**src/hw/aws_pkg.sv**
```systemverilog
// Constants and carrier types for the area wait-state controller.
`default_nettype none
package aws_pkg;
  // Register byte addresses on the AXI4-Lite slave.
  localparam logic [3:0]  AWS_OFS_WAIT   = 4'h0;
  localparam logic [3:0]  AWS_OFS_MEM    = 4'h4;
  localparam logic [3:0]  AWS_OFS_STAT   = 4'h8;
  localparam int          AWS_AW         = 4;
  localparam logic [15:0] AWS_WAIT_RST   = 16'hffff;
  localparam logic [1:0]  AWS_MEM_RST    = 2'h0;
  // Field positions inside the wait control register.
  localparam int          AWS_A6_LSB     = 13;
  localparam int          AWS_A5_LSB     = 10;
  localparam int          AWS_A4_LSB     = 7;
  localparam int          AWS_A3_LSB     = 5;
  localparam int          AWS_A12_LSB    = 3;
  localparam int          AWS_A0_LSB     = 0;
  // Memory type bits: set means DRAM, SDRAM or pseudo-SRAM.
  localparam int          AWS_MEM_A3_BIT  = 0;
  localparam int          AWS_MEM_A12_BIT = 1;
  // Status layout.
  localparam int          AWS_ST_BUSY    = 0;
  localparam int          AWS_ST_PIN     = 1;
  localparam int          AWS_ST_CNT_LSB = 8;
  // Code tables, entry i belongs to code i.
  localparam logic [7:0][3:0] AWS_FIRST_TBL = {4'ha, 4'h8, 4'h6, 4'h4, 4'h3, 4'h2, 4'h1, 4'h0};
  localparam logic [7:0][3:0] AWS_BURST_TBL = {4'ha, 4'h8, 4'h6, 4'h4, 4'h4, 4'h3, 4'h2, 4'h2};
  localparam logic [3:0][3:0] AWS_CAS_TBL   = {4'h3, 4'h2, 4'h1, 4'h1};
  localparam logic [4:0]  AWS_BASE_STATES = 5'h02;
  localparam logic [1:0]  AWS_RESP_OK    = 2'h0;
  localparam logic [1:0]  AWS_RESP_ERR   = 2'h2;

  typedef struct packed {
    logic [2:0] area;
    logic       burst;
  } aws_req_s;

  typedef struct packed {
    logic [4:0] len_m1;
    logic       honour;
    logic [1:0] cas;
  } aws_dec_s;

  typedef enum logic [1:0] {
    AWS_IDLE   = 2'b00,
    AWS_COUNT  = 2'b01,
    AWS_EXTEND = 2'b11
  } aws_state_e;
endpackage : aws_pkg
`default_nettype wire

```
**src/hw/aws_wait_decode.sv**
```systemverilog
// Decoder from the area code fields to a cycle length and wait-pin enable.
`default_nettype none
module aws_wait_decode
  import aws_pkg::*;
(
  input  wire logic [15:0] wait_reg_i,
  input  wire logic [1:0]  mem_reg_i,
  input  wire aws_req_s    req_i,
  output aws_dec_s         dec_o
);
  logic [2:0] code3;
  logic [1:0] code2;
  logic       is_dram;
  logic [4:0] states;

  always_comb begin
    code3   = 3'h0;
    code2   = 2'h0;
    is_dram = 1'b0;
    states  = 5'h00;
    dec_o   = '0;
    case (req_i.area)
      3'd0: code3 = wait_reg_i[AWS_A0_LSB +: 3];
      3'd1, 3'd2: begin
        code2   = wait_reg_i[AWS_A12_LSB +: 2];
        is_dram = mem_reg_i[AWS_MEM_A12_BIT];
      end
      3'd3: begin
        code2   = wait_reg_i[AWS_A3_LSB +: 2];
        is_dram = mem_reg_i[AWS_MEM_A3_BIT];
      end
      3'd4: code3 = wait_reg_i[AWS_A4_LSB +: 3];
      3'd5: code3 = wait_reg_i[AWS_A5_LSB +: 3];
      3'd6: code3 = wait_reg_i[AWS_A6_LSB +: 3];
      default: code3 = 3'h0;
    endcase
    if (req_i.area == 3'd1 || req_i.area == 3'd2 || req_i.area == 3'd3) begin
      if (is_dram) begin
        dec_o.cas    = code2;
        states       = AWS_BASE_STATES + {1'b0, AWS_CAS_TBL[code2]};
        dec_o.honour = 1'b0;
      end else begin
        states       = AWS_BASE_STATES + {3'h0, code2};
        dec_o.honour = (code2 != 2'h0);
      end
    end else if (req_i.burst && (req_i.area inside {3'd0, 3'd5, 3'd6})) begin
      states       = {1'b0, AWS_BURST_TBL[code3]};
      dec_o.honour = 1'b1;
    end else begin
      states       = AWS_BASE_STATES + {1'b0, AWS_FIRST_TBL[code3]};
      dec_o.honour = (code3 != 3'h0);
    end
    dec_o.len_m1 = states - 5'h01;
  end
endmodule : aws_wait_decode
`default_nettype wire

```
**src/hw/aws_wait_ctrl.sv**
```systemverilog
// Area wait-state controller with its AXI4-Lite register slave.
// Notes on behaviour
// - Wait control register is 16-bit read/write, loads all ones at power-on reset.
// - Manual reset and standby leave the wait control register unchanged.
// - Bits 15:13 set area 6 first waits 0,1,2,3,4,6,8,10; code 0 ignores pin.
// - Bits 12:10 set area 5 first waits likewise; only code 0 ignores pin.
// - Areas 5 and 6 burst beats take 2,2,3,4,4,6,8,10 states, pin honoured.
// - Bits 9:7 set area 4 waits 0,1,2,3,4,6,8,10; code 0 ignores pin.
// - Area 3 normal memory adds 0 to 3 waits; pin ignored only at code 0.
// - Area 3 DRAM-like memory gets CAS period 1,1,2,3 from its code.
// - Area 3 honours the wait pin only for normal memory.
// - Bits 4:3 control areas 1 and 2; pin ignored for DRAM or SDRAM.
// - Areas 1-2 normal add 0 to 3 waits; DRAM gives CAS 1,1,2,3.
// - Bits 2:0 set area 0 waits and burst pitch like areas 5 and 6.
//
// Implementation choices: the AXI4-Lite register port and the placing of the registers.
`default_nettype none
module aws_wait_ctrl
  import aws_pkg::*;
(
  input  wire logic        clk_sys_i,
  input  wire logic        nrst_i,
  input  wire logic        manual_rst_i,
  input  wire logic        standby_i,
  input  wire logic [31:0] s_awaddr_i,
  input  wire logic        s_awvalid_i,
  output logic             s_awready_o,
  input  wire logic [31:0] s_wdata_i,
  input  wire logic [3:0]  s_wstrb_i,
  input  wire logic        s_wvalid_i,
  output logic             s_wready_o,
  output logic [1:0]       s_bresp_o,
  output logic             s_bvalid_o,
  input  wire logic        s_bready_i,
  input  wire logic [31:0] s_araddr_i,
  input  wire logic        s_arvalid_i,
  output logic             s_arready_o,
  output logic [31:0]      s_rdata_o,
  output logic [1:0]       s_rresp_o,
  output logic             s_rvalid_o,
  input  wire logic        s_rready_i,
  input  wire logic        cycle_start_i,
  input  wire aws_req_s    cycle_req_i,
  input  wire logic        ext_wait_i,
  output logic             cycle_busy_o,
  output logic             cycle_done_o,
  output logic [1:0]       cas_code_o
);
  // Register state.
  logic [15:0]       wait_r, wait_nxt;
  logic [1:0]        mem_r, mem_nxt;
  // AXI write and read channel state.
  logic              aw_have_r, aw_have_nxt;
  logic [AWS_AW-1:0] aw_addr_r, aw_addr_nxt;
  logic              w_have_r, w_have_nxt;
  logic [31:0]       w_data_r, w_data_nxt;
  logic [3:0]        w_strb_r, w_strb_nxt;
  logic              awready_r, awready_nxt;
  logic              wready_r, wready_nxt;
  logic              bvalid_r, bvalid_nxt;
  logic [1:0]        bresp_r, bresp_nxt;
  logic              arready_r, arready_nxt;
  logic              rvalid_r, rvalid_nxt;
  logic [31:0]       rdata_r, rdata_nxt;
  logic [1:0]        rresp_r, rresp_nxt;
  // Wait pin synchroniser.
  logic              pin_s1_r, pin_s2_r, pin_s3_r;
  logic              pin_lvl_r, pin_lvl_nxt;
  // Cycle sequencer.
  aws_state_e        st_r, st_nxt;
  logic [4:0]        cnt_r, cnt_nxt;
  logic              honour_r, honour_nxt;
  logic              busy_r, busy_nxt;
  logic              done_r, done_nxt;
  logic [1:0]        cas_r, cas_nxt;
  aws_dec_s          dec;
  logic [31:0]       status;

  aws_wait_decode u_dec (
    .wait_reg_i (wait_r),
    .mem_reg_i  (mem_r),
    .req_i      (cycle_req_i),
    .dec_o      (dec)
  );

  assign status = {19'h0, cnt_r, 6'h0, pin_lvl_r, busy_r};

  // Register file and AXI4-Lite slave.
  always_comb begin
    wait_nxt    = wait_r;
    mem_nxt     = mem_r;
    aw_have_nxt = aw_have_r;
    aw_addr_nxt = aw_addr_r;
    w_have_nxt  = w_have_r;
    w_data_nxt  = w_data_r;
    w_strb_nxt  = w_strb_r;
    bvalid_nxt  = bvalid_r;
    bresp_nxt   = bresp_r;
    arready_nxt = arready_r;
    rvalid_nxt  = rvalid_r;
    rdata_nxt   = rdata_r;
    rresp_nxt   = rresp_r;
    if (awready_r && s_awvalid_i) begin
      aw_have_nxt = 1'b1;
      aw_addr_nxt = s_awaddr_i[AWS_AW-1:0];
    end
    if (wready_r && s_wvalid_i) begin
      w_have_nxt = 1'b1;
      w_data_nxt = s_wdata_i;
      w_strb_nxt = s_wstrb_i;
    end
    if (bvalid_r && s_bready_i) begin
      bvalid_nxt = 1'b0;
    end
    // Both halves are held until the response is free, so the order is irrelevant.
    if (aw_have_r && w_have_r && !bvalid_r) begin
      aw_have_nxt = 1'b0;
      w_have_nxt  = 1'b0;
      bvalid_nxt  = 1'b1;
      bresp_nxt   = AWS_RESP_OK;
      case (aw_addr_r)
        AWS_OFS_WAIT: begin
          if (w_strb_r[0]) begin
            wait_nxt[7:0] = w_data_r[7:0];
          end
          if (w_strb_r[1]) begin
            wait_nxt[15:8] = w_data_r[15:8];
          end
        end
        AWS_OFS_MEM: begin
          if (w_strb_r[0]) begin
            mem_nxt = w_data_r[1:0];
          end
        end
        AWS_OFS_STAT: bresp_nxt = AWS_RESP_OK;
        default: bresp_nxt = AWS_RESP_ERR;
      endcase
    end
    if (rvalid_r && s_rready_i) begin
      rvalid_nxt  = 1'b0;
      arready_nxt = 1'b1;
    end
    if (arready_r && s_arvalid_i) begin
      arready_nxt = 1'b0;
      rvalid_nxt  = 1'b1;
      rresp_nxt   = AWS_RESP_OK;
      case (s_araddr_i[AWS_AW-1:0])
        AWS_OFS_WAIT: rdata_nxt = {16'h0, wait_r};
        AWS_OFS_MEM:  rdata_nxt = {30'h0, mem_r};
        AWS_OFS_STAT: rdata_nxt = status;
        default: begin
          rdata_nxt = 32'h0;
          rresp_nxt = AWS_RESP_ERR;
        end
      endcase
    end
    // The read address channel opens on the first edge after reset, like the write side.
    arready_nxt = arready_nxt || (!arready_r && !rvalid_r);
    awready_nxt = !aw_have_nxt;
    wready_nxt  = !w_have_nxt;
  end

  // Only the power-on reset touches the registers; manual reset and standby do not.
  always_ff @(posedge clk_sys_i or negedge nrst_i) begin
    if (!nrst_i) begin
      wait_r    <= AWS_WAIT_RST;
      mem_r     <= AWS_MEM_RST;
      aw_have_r <= 1'b0;
      aw_addr_r <= '0;
      w_have_r  <= 1'b0;
      w_data_r  <= 32'h0;
      w_strb_r  <= 4'h0;
      awready_r <= 1'b0;
      wready_r  <= 1'b0;
      bvalid_r  <= 1'b0;
      bresp_r   <= AWS_RESP_OK;
      arready_r <= 1'b0;
      rvalid_r  <= 1'b0;
      rdata_r   <= 32'h0;
      rresp_r   <= AWS_RESP_OK;
    end else begin
      wait_r    <= wait_nxt;
      mem_r     <= mem_nxt;
      aw_have_r <= aw_have_nxt;
      aw_addr_r <= aw_addr_nxt;
      w_have_r  <= w_have_nxt;
      w_data_r  <= w_data_nxt;
      w_strb_r  <= w_strb_nxt;
      awready_r <= awready_nxt;
      wready_r  <= wready_nxt;
      bvalid_r  <= bvalid_nxt;
      bresp_r   <= bresp_nxt;
      arready_r <= arready_nxt;
      rvalid_r  <= rvalid_nxt;
      rdata_r   <= rdata_nxt;
      rresp_r   <= rresp_nxt;
    end
  end

  assign s_awready_o = awready_r;
  assign s_wready_o  = wready_r;
  assign s_bvalid_o  = bvalid_r;
  assign s_bresp_o   = bresp_r;
  assign s_arready_o = arready_r;
  assign s_rvalid_o  = rvalid_r;
  assign s_rdata_o   = rdata_r;
  assign s_rresp_o   = rresp_r;

  // The pin level only changes once the second and third stages agree.
  always_comb begin
    pin_lvl_nxt = pin_lvl_r;
    if (pin_s2_r == pin_s3_r) begin
      pin_lvl_nxt = pin_s3_r;
    end
  end

  always_ff @(posedge clk_sys_i or negedge nrst_i) begin
    if (!nrst_i) begin
      pin_s1_r  <= 1'b0;
      pin_s2_r  <= 1'b0;
      pin_s3_r  <= 1'b0;
      pin_lvl_r <= 1'b0;
    end else begin
      pin_s1_r  <= ext_wait_i;
      pin_s2_r  <= pin_s1_r;
      pin_s3_r  <= pin_s2_r;
      pin_lvl_r <= pin_lvl_nxt;
    end
  end

  // Cycle sequencer: programmed states first, then the pin may stretch the cycle.
  always_comb begin
    st_nxt     = st_r;
    cnt_nxt    = cnt_r;
    honour_nxt = honour_r;
    busy_nxt   = busy_r;
    done_nxt   = 1'b0;
    cas_nxt    = cas_r;
    case (st_r)
      AWS_IDLE: begin
        if (cycle_start_i && !standby_i) begin
          st_nxt     = AWS_COUNT;
          cnt_nxt    = dec.len_m1;
          honour_nxt = dec.honour;
          cas_nxt    = dec.cas;
          busy_nxt   = 1'b1;
        end
      end
      AWS_COUNT: begin
        if (cnt_r != 5'h00) begin
          cnt_nxt = cnt_r - 5'h01;
        end else if (honour_r && pin_lvl_r) begin
          st_nxt = AWS_EXTEND;
        end else begin
          st_nxt   = AWS_IDLE;
          busy_nxt = 1'b0;
          done_nxt = 1'b1;
        end
      end
      AWS_EXTEND: begin
        if (!pin_lvl_r) begin
          st_nxt   = AWS_IDLE;
          busy_nxt = 1'b0;
          done_nxt = 1'b1;
        end
      end
      default: begin
        st_nxt   = AWS_IDLE;
        busy_nxt = 1'b0;
      end
    endcase
    // A manual reset aborts the cycle but keeps the programmed register.
    if (manual_rst_i) begin
      st_nxt   = AWS_IDLE;
      cnt_nxt  = 5'h00;
      busy_nxt = 1'b0;
      done_nxt = 1'b0;
    end
  end

  always_ff @(posedge clk_sys_i or negedge nrst_i) begin
    if (!nrst_i) begin
      st_r     <= AWS_IDLE;
      cnt_r    <= 5'h00;
      honour_r <= 1'b0;
      busy_r   <= 1'b0;
      done_r   <= 1'b0;
      cas_r    <= 2'h0;
    end else begin
      st_r     <= st_nxt;
      cnt_r    <= cnt_nxt;
      honour_r <= honour_nxt;
      busy_r   <= busy_nxt;
      done_r   <= done_nxt;
      cas_r    <= cas_nxt;
    end
  end

  assign cycle_busy_o = busy_r;
  assign cycle_done_o = done_r;
  assign cas_code_o   = cas_r;

  a_wait_reset_value: assert property (
    @(posedge clk_sys_i) $rose(nrst_i) |-> wait_r == AWS_WAIT_RST)
    else $error("wait register not all ones after power-on reset");

  a_wait_keep_manual: assert property (
    @(posedge clk_sys_i) disable iff (!nrst_i)
    (manual_rst_i || standby_i) && !(aw_have_r && w_have_r && !bvalid_r)
    |=> $stable(wait_r))
    else $error("wait register changed on manual reset or standby");

  a_area6_first_len: assert property (
    @(posedge clk_sys_i) disable iff (!nrst_i || manual_rst_i)
    st_r == AWS_IDLE && cycle_start_i && !standby_i && cycle_req_i.area == 3'd6
    && !cycle_req_i.burst && wait_r[15:13] == 3'h5 |=> cnt_r == 5'd7 && honour_r && busy_r)
    else $error("area 6 code 5 does not load eight states");

  a_area5_ignore_pin: assert property (
    @(posedge clk_sys_i) disable iff (!nrst_i || manual_rst_i)
    st_r == AWS_IDLE && cycle_start_i && !standby_i && cycle_req_i.area == 3'd5
    && !cycle_req_i.burst && wait_r[12:10] == 3'h0 |=> !honour_r && cnt_r == 5'd1)
    else $error("area 5 code 0 honours the wait pin");

  a_burst_pitch: assert property (
    @(posedge clk_sys_i) disable iff (!nrst_i || manual_rst_i)
    st_r == AWS_IDLE && cycle_start_i && !standby_i && cycle_req_i.area == 3'd5
    && cycle_req_i.burst && wait_r[12:10] == 3'h2 |=> honour_r && cnt_r == 5'd2)
    else $error("area 5 burst beat pitch wrong");

  a_area4_len: assert property (
    @(posedge clk_sys_i) disable iff (!nrst_i || manual_rst_i)
    st_r == AWS_IDLE && cycle_start_i && !standby_i && cycle_req_i.area == 3'd4
    && wait_r[9:7] == 3'h7 |=> cnt_r == 5'd11 && honour_r)
    else $error("area 4 code 7 not ten waits");

  a_area3_dram_pin: assert property (
    @(posedge clk_sys_i) disable iff (!nrst_i || manual_rst_i)
    st_r == AWS_IDLE && cycle_start_i && !standby_i && cycle_req_i.area == 3'd3
    && mem_r[AWS_MEM_A3_BIT] |=> !honour_r && cas_r == $past(wait_r[6:5]))
    else $error("area 3 DRAM honours the wait pin");

  a_area12_cas: assert property (
    @(posedge clk_sys_i) disable iff (!nrst_i || manual_rst_i)
    st_r == AWS_IDLE && cycle_start_i && !standby_i && cycle_req_i.area == 3'd2
    && mem_r[AWS_MEM_A12_BIT] && wait_r[4:3] == 2'h1 |=> cnt_r == 5'd2 && !honour_r)
    else $error("area 2 DRAM CAS period wrong");

  a_pin_extends: assert property (
    @(posedge clk_sys_i) disable iff (!nrst_i || manual_rst_i)
    st_r == AWS_COUNT && cnt_r == 5'h00 && honour_r && pin_lvl_r
    |=> busy_r && !done_r && st_r == AWS_EXTEND)
    else $error("cycle ended while wait pin held");

  a_done_pulse: assert property (
    @(posedge clk_sys_i) disable iff (!nrst_i)
    done_r |-> !busy_r ##1 !done_r)
    else $error("done not a single pulse");
endmodule : aws_wait_ctrl
`default_nettype wire

```
**config.mk**
```make
export PLATFORM = sky130hd
export DESIGN_NAME = aws_wait_ctrl
export DESIGN_NICKNAME = d
export VERILOG_FILES = /design/src/hw/aws_pkg.sv /design/src/hw/aws_wait_decode.sv /design/src/hw/aws_wait_ctrl.sv
export SDC_FILE = /design/constraint.sdc
export NUM_CORES = 1
export LEC_CHECK = 0
export BUFFER_PORTS_ARGS = -buffer_cell sky130_fd_sc_hd__buf_2
export CAP_MARGIN = 20
export CORE_UTILIZATION = 53
export DETAILED_ROUTE_END_ITERATION = 7
export PLACE_DENSITY = 0.94
export SLEW_MARGIN = 20
export SYNTH_ARGS = -nofsm -noshare
export SYNTH_HDL_FRONTEND = slang
export SYNTH_HIERARCHICAL = 1
export SYNTH_SLANG_ARGS = --single-unit
```
**constraint.sdc**
```tcl
create_clock -name clk_sys_i -period 5.15 [get_ports clk_sys_i]
set_clock_uncertainty 0.15 [all_clocks]
set_input_delay 0.515 -clock clk_sys_i [delete_from_list [all_inputs] [get_ports clk_sys_i]]
set_output_delay 0.515 -clock clk_sys_i [all_outputs]
set_load 0.005 [all_outputs]
```
==> results of run 1 <==
==> sequential cells by signal, summed over array words and instances, names as in the netlist, 2 cells and up <==
| register | cells |
|---|---|
| cas_code_o | 2 |
| w_strb_r | 2 |
| s_rdata_o | 16 |
| wait_r | 16 |
| mem_r | 2 |
| aw_addr_r | 4 |
| w_data_r | 16 |
| cnt_r | 5 |
| st_r | 2 |
==> power groups by stage <==
stage / logic (mW) / clock network (mW) / registers (mW)
2_1_floorplan: 0.470 / 0 / 0.982
6_report: 0.588 / 0.460 / 1.04
3_3_place_gp: 0.543 / 0 / 1.04
3_5_place_dp: 0.580 / 0 / 1.05
4_1_cts: 0.585 / 0.472 / 1.04
5_1_grt: 0.648 / 0.502 / 1.07
==> kinds of logic (layout without fill, tap and decap cells) <==
| group | Yosys count | after routing | synth area share |
|---|---|---|---|
| compound gates | 68 | 68 | 0.129 |
| xor+xnor | 3 | 3 | 0.00629 |
| fa+ha+maj | 4 | 4 | 0.0114 |
| buf+inv | 43 | 93 | 0.0629 |
| flops | 81 | 81 | 0.490 |
| mux | 56 | 56 | 0.147 |
| other cells | 1 | 18 | 0.000897 |
| simple gates | 99 | 99 | 0.153 |
==> final timing paths <==
kind | depth (start not counted) | start | slack (ns) | endpoint
max | 12 | cycle_req_i[3] | 2.45 | cnt_r[3]
min | 1 | ext_wait_i | 0.12 | pin_s1_r
max reg2reg | 11 | wait_r[0] | 2.46 | cnt_r[3]
min reg2reg | 0 | pin_s1_r | 0.19 | pin_s2_r
max in group asynchronous | 3 | nrst_i | 3.78 | wait_r[10]
min in group asynchronous | 2 | nrst_i | 0.43 | cas_code_o[0]
==> routing by layer <==
metal  global-route usage  part of all wire  vias to the layer above
met1                0.284              0.43                     1502
met5                    0                 0                        -
li1                     -                 -                     1392
met3               0.0606             0.064                       16
met2                0.364              0.49                      123
met4               0.0979             0.020                        0
==> per-stage QoR <==
stage	hold WS, ns	cells	util	instance area [sq um]
6_report	0.120	524	0.614	4720
5_1_grt	0.107	524	0.614	4720
4_1_cts	0.107	522	0.609	4680
3_5_place_dp	0.185	506	0.582	4480
3_3_place_gp	0.185	506	0.582	4480
2_1_floorplan	0.0694	372	-	4240
==> cell type report <==
| cell class | count | area [sq um] |
|---|---|---|
| inverter | 8 | 30.0 |
| tap | 102 | 128 |
| multi-input combinational | 248 | 1930 |
| clock buffer | 9 | 124 |
| clock inverter | 7 | 81.3 |
| fill | 598 | 2970 |
| sequential | 81 | 2050 |
| timing repair buffer | 69 | 375 |
==> worst reg2reg max path: stages (launching register included) <==
cell and delay, ns:
dfstp_2 0.57, or4b_4 0.49, o211ai_4 0.15, nor2_1 0.07, nor2_1 0.09, ha_1 0.23, inv_1 0.07, o21a_1 0.15
and4bb_1 0.22, xnor2_1 0.13, a32oi_1 0.07, o211ai_1 0.23
==> cells in the final DEF (no fill, tap or decap), types with 3 or more instances in the layout <==
master     count
o2bb2ai_1      3
nand4b_1       5
dfrtp_1       65
conb_1        18
buf_2         66
a21oi_1        8
dfstp_2       16
inv_1          8
mux2_2        41
nand2b_1       6
or2_2          3
nand4bb_1      3
nand4_1        3
o21ai_0       10
nor2_1        14
nand3b_1       3
clkbuf_8       9
nor2b_1        6
a211oi_1       3
nand2_1       27
mux2i_1       14
ha_1           3
o211ai_1       4
a22o_1        12
nor3b_1        4
==> metrics.csv, run 1 <==
metric,value,unit
status,completed,
crit_slowest_cell,mux2i_1,
fin_tns_setup,0,ns
dp_hpwl,6130,um
max_stage_delay,0.32,ns
power.density,443,nW/um^2
max-cap-violations,0,
cp.required,5.27,ns
antenna_found_initial,0,
setup_violations,0,
cts_made_buffers,9,
wl_per_cell,16.5,um
p_comb_frac,0.281,
grt_max_degree,82,
p_leak,2.22,nW
vias,3033,
cts_tree,yes,
critPathKind,input port to flip-flop,
cts-root-buf,clkbuf_8,
endpoint_kind,flip-flop,
netSwitchingFraction,0.343,
final.min_clock_period,2.70,ns
critPathArrivalTime,2.82,ns
synth_flop_cell,dfrtp_1,
dr.first_iter.drc_count,198,
ys_seq_elements,81,
grtUsageTotal,0.225,
core_area,7690,sq um
critical_path.cell_chain,buf_2 -> mux2i_1 -> o211ai_1 -> nor2_1 -> nor2_1 -> ha_1 -> inv_1 -> o21a_1 -> and4bb_1 -> xnor2_1 -> a32oi_1 -> o211ai_1,
synth_most_common_cell,dfrtp_1,
dieArea,8250,sq um
ir_drop,0.000371,V
drt_pre_antenna_iters,4,
rsz0062_at_grt,false,
post-cts-setup-buffers,0,
async_reset_ff_frac,1.00,
synthCells,355,
ys_seq_area_frac,0.490,
overflow,0,
yosys.area.top_type,dfrtp_1,
crit_family,compound AO/OA/AOI/OAI gates,
num_rows,32,
synthesis.area,4180,sq um
cts.sinks,81,
syn_avg_cell_area,11.8,sq um
antenna_left,0,
clk_path_buf_depth,2,
drive_above_1_share,0.372,
die_h,90.8,um
die_w,90.8,um
io_buffers,67,
synth_top_area_frac,0.389,
h-tree-depth,3,
pre_cts_slack,2.16,ns
num_antenna_cells,0,
p_seq_frac,0.499,
drc_errors,0,
crit_path_start_kind,input port,
crit_buf_inv,2,
cts_resized,0,
postCtsHoldBufs,0,
ys_warn_count,6,
period_share,0.525,
via_per_inst,5.79,
tightest_slew,0.842,ns
setup_ws,2.45,ns
fmax,370,MHz
yosysUniqueCellTypes,75,
grt_pass1_vias,3081,
slew_viol_final,0,
cts.clk_slew.worst_paths,0.09,ns
hold_class,input port to flip-flop,
gp_congestion,0.869,
slew_headroom,0.438,
routed_wl,8630,um
synth_area_leaders,"dfrtp_1 39%, mux2_2 11%, dfstp_2 10%",
final_nets,535,
start_util,0.544,
p_int,1.37,mW
hold_viol,0,
switching_power,717,uW
num_io_pins,160,
grt_pass1_wl,14500,um
power,2.09,mW
path_max_fanout,20,
synthTopCellsByCount,"65 x dfrtp_1, 41 x mux2_2, 27 x nand2_1",
syn2layout_area_growth,12.9,%
synth-edff-count,0,
clk_latency,0.36,ns
p_clk_frac,0.220,
Note: power is estimated with default switching activity, not from simulation.
==> run 2: changes to the inputs <==
--- a/config.mk
+++ b/config.mk
@@ -5,11 +5,12 @@
 export SDC_FILE = /design/constraint.sdc
 export NUM_CORES = 1
 export LEC_CHECK = 0
+export ABC_AREA = 1
 export BUFFER_PORTS_ARGS = -buffer_cell sky130_fd_sc_hd__buf_2
 export CAP_MARGIN = 20
-export CORE_UTILIZATION = 53
+export CORE_UTILIZATION = 49
 export DETAILED_ROUTE_END_ITERATION = 7
-export PLACE_DENSITY = 0.94
+export PLACE_DENSITY = 0.88
 export SLEW_MARGIN = 20
 export SYNTH_ARGS = -nofsm -noshare
 export SYNTH_HDL_FRONTEND = slang
==> constraint.sdc (replaced) <==
create_clock -name clk_sys_i -period 2.72 [get_ports clk_sys_i]
set_clock_uncertainty 0.15 [all_clocks]
set_input_delay 0.272 -clock clk_sys_i [delete_from_list [all_inputs] [get_ports clk_sys_i]]
set_output_delay 0.272 -clock clk_sys_i [all_outputs]
set_load 0.005 [all_outputs]
==> run 2 against run 1 <==
  * Worst setup slack worse by 2.2 ns
  * Die area grew 7.1%
  * Global-route usage down 0.82 points
  * Routed wire length decreased by 0.80%
  * First-iteration DRC count down 5.6%
  * Largest cell class unchanged
  * Critical path type is now flip-flop to flip-flop
  * Power rose by 95%
  * Critical path depth up 7
  * Synthesized cell count is 51% higher
  * Combinational power grew 130%
  * Synthesized area down 0.81%
==> metrics.csv, run 2 <==
metric,value,unit,change
cts-root-buf,clkbuf_8,,
status,completed,,
register_area,2050,sq um,unchanged
start_util,0.505,,-0.0391
endpoint_kind,flip-flop,,
ys_seq_area_frac,0.494,,+0.00399
p_seq_frac,0.472,,-0.027
grt_pass1_wl,14900,um,+2.7%
hold_slack,0.0756,ns,-0.0439 ns
rsz0062_at_grt,false,,
final_cell_mix,"202 x nand2_1, 66 x buf_2, 65 x dfrtp_1",,
whs_endpoint,aw_addr_r[0],,
drt_pre_antenna_iters,4,,unchanged
crit_path_start_kind,flip-flop,,
drive_above_1_share,0.217,,-0.155
core_area,8220,sq um,+6.9%
switching_power,1.58,mW,+120%
placed_area,4500,sq um,+0.61%
dp_hpwl,6240,um,+1.8%
h-tree-depth,3,,unchanged
power.density,826,nW/um^2,+86%
ys_warn_count,6,,unchanged
p_int,2.51,mW,+83%
cts_tree,yes,,
netSwitchingFraction,0.386,,+0.0428
cts.sinks,81,,unchanged
clk_latency,0.35,ns,about the same
critPathKind,flip-flop to flip-flop,,
r2r_end,cnt_r[3],,
setup_violations,0,,unchanged
routed_wl,8570,um,-0.80%
dr.first_iter.drc_count,187,,-5.6%
hp-start,s_awvalid_i,,
grt_pass1_vias,3500,,+14%
yosys.area.top_type,dfrtp_1,,
async_reset_ff_frac,1.00,,unchanged
num_antenna_cells,0,,unchanged
hold_class,input port to flip-flop,,
r2r_slack,0.27,ns,-2.19 ns
yosysUniqueCellTypes,35,,-53%
fin_tns_setup,0,ns,unchanged
final_nets,749,,+40%
wl_per_cell,11.6,um,-30%
gp_congestion,0.785,,-9.6%
overflow,0,,unchanged
synth_area_leaders,"dfrtp_1 39%, nand2_1 18%, dfstp_2 10%",,
ff2ff_path_depth,19,,+8
fmax,409,MHz,
synthesis.area,4150,sq um,-0.81%
tightest_slew,0.983,ns,+0.140 ns
num_rows,33,,+3.1%
ys_seq_elements,81,,unchanged
io_buffers,67,,unchanged
nFillCells,760,,+27%
clk_path_buf_depth,2,,unchanged
r2r_start,wait_r[15],,
period_share,0.899,,
max-cap-violations,0,,unchanged
p_leak,2.68,nW,+21%
multi_input_area,1760,sq um,-9.3%
die_h,94.0,um,+3.5%
synthCells,537,,+51%
vias,3559,,+17%
cts.clk_slew.worst_paths,0.09,ns,about the same
fin_area,4950,sq um,+4.9%
hold_depth,4,,+3
hold_viol,0,,unchanged
critPathArrivalTime,2.54,ns,-0.28 ns
p_comb_frac,0.333,,+0.052
synth_flop_cell,dfrtp_1,,
synth_top_area_frac,0.392,,+0.00317
slew_viol_final,0,,unchanged
grt_max_degree,82,,unchanged
synth-edff-count,0,,unchanged
path_max_fanout,8,,-60%
final_common_cell,nand2_1,,
num_io_pins,160,,unchanged
antenna_left,0,,unchanged
syn_avg_cell_area,7.72,sq um,-34%
cp.required,2.81,ns,-2.46 ns
synthTopCellsByCount,"202 x nand2_1, 65 x dfrtp_1, 49 x inv_1",,
synth_most_common_cell,nand2_1,,
slew_headroom,0.345,,-0.0934
ir_drop,0.000482,V,+30%
via_per_inst,4.80,,-17%
cts_made_buffers,9,,unchanged
syn2layout_area_growth,19.3,%,
dieArea,8830,sq um,+7.1%
grtUsageTotal,0.217,,-0.00823
worstSetupStartpoint,wait_r[15],,
antenna_found_initial,0,,unchanged
p_clk_frac,0.196,,-0.024
die_w,94.0,um,+3.5%
drc_errors,0,,unchanged
final.min_clock_period,2.45,ns,
[run 2: cells by family after synthesis]
kind of cell,after synthesis,share of synthesized area
other,1,0.000904
xor gates and xnor gates,2,0.00423
buffers and inverters,89,0.100
AOI/OAI and AO/OA,44,0.0613
and+or+nand+nor,316,0.328
DFF,81,0.494
adders and majority gates,4,0.0115
[run 2: worst max path at each step]
stage,to,slack (ns)
2_1_floorplan,cnt_r[3],0.42
3_3_place_gp,cnt_r[3],0.18
3_5_place_dp,cnt_r[3],0.14
4_1_cts,cnt_r[3],0.21
5_1_grt,cnt_r[3],0.06
6_report,cnt_r[3],0.27
[run 2: stage by stage]
stage | worst slack (ns) | total power, mW | instances | util
global route | 0.0574 | 4.43 | 741 | 0.602
global placement | 0.183 | 3.20 | 699 | 0.548
detailed placement | 0.143 | 3.27 | 699 | 0.548
floorplan | 0.420 | 2.89 | 554 | -
finish | 0.274 | 4.09 | 741 | 0.602
CTS | 0.207 | 4.10 | 741 | 0.601
[run 2: critical path, stage by stage, from the launching register on]
cell      delay (ns)
dfstp_2         0.55
nand4_1         0.11
nand2_2         0.15
nor2_8          0.07
nand2_1         0.07
nand2_2         0.06
ha_1            0.28
inv_1           0.05
o21ai_2         0.16
inv_1           0.05
nand2_1         0.09
nor2_1          0.05
nand3_1         0.06
nand2_1         0.05
nor2_1          0.10
nor2_1          0.05
nand2_1         0.07
clkinv_1        0.06
nand3_1         0.06
nand2_1         0.06
[run 2: cell type report]
class                      instances  area share
sequential                        81       0.414
multi-input combinational        384       0.355
timing repair buffer              95       0.124
inverter                          60      0.0455
tap                              105      0.0265
clock buffer                      10      0.0258
clock inverter                     6     0.00986
[run 2: timing repair]
| action | CTS | global route |
|---|---|---|
| hold endpoints to repair | 90 | 0 |
| hold buffers | 26 | 0 |
| resized for setup | 0 | 3 |
| endpoints found under the setup margin | 0 | 2 |
| setup buffers | 0 | 0 |
[run 2: metal layers]
metal	share of wire	global-route usage
met1	0.47	0.266
met3	0.047	0.0510
met4	0.0065	0.0538
met5	0	0
met2	0.47	0.382
[run 2: power by group through the flow]
stage / clock network (mW) / registers, mW / logic [mW]
2_1_floorplan: 0 / 1.88 / 1.01
3_3_place_gp: 0 / 1.94 / 1.26
3_5_place_dp: 0 / 1.94 / 1.32
4_1_cts: 0.820 / 1.92 / 1.36
5_1_grt: 0.874 / 1.97 / 1.58
6_report: 0.800 / 1.93 / 1.36
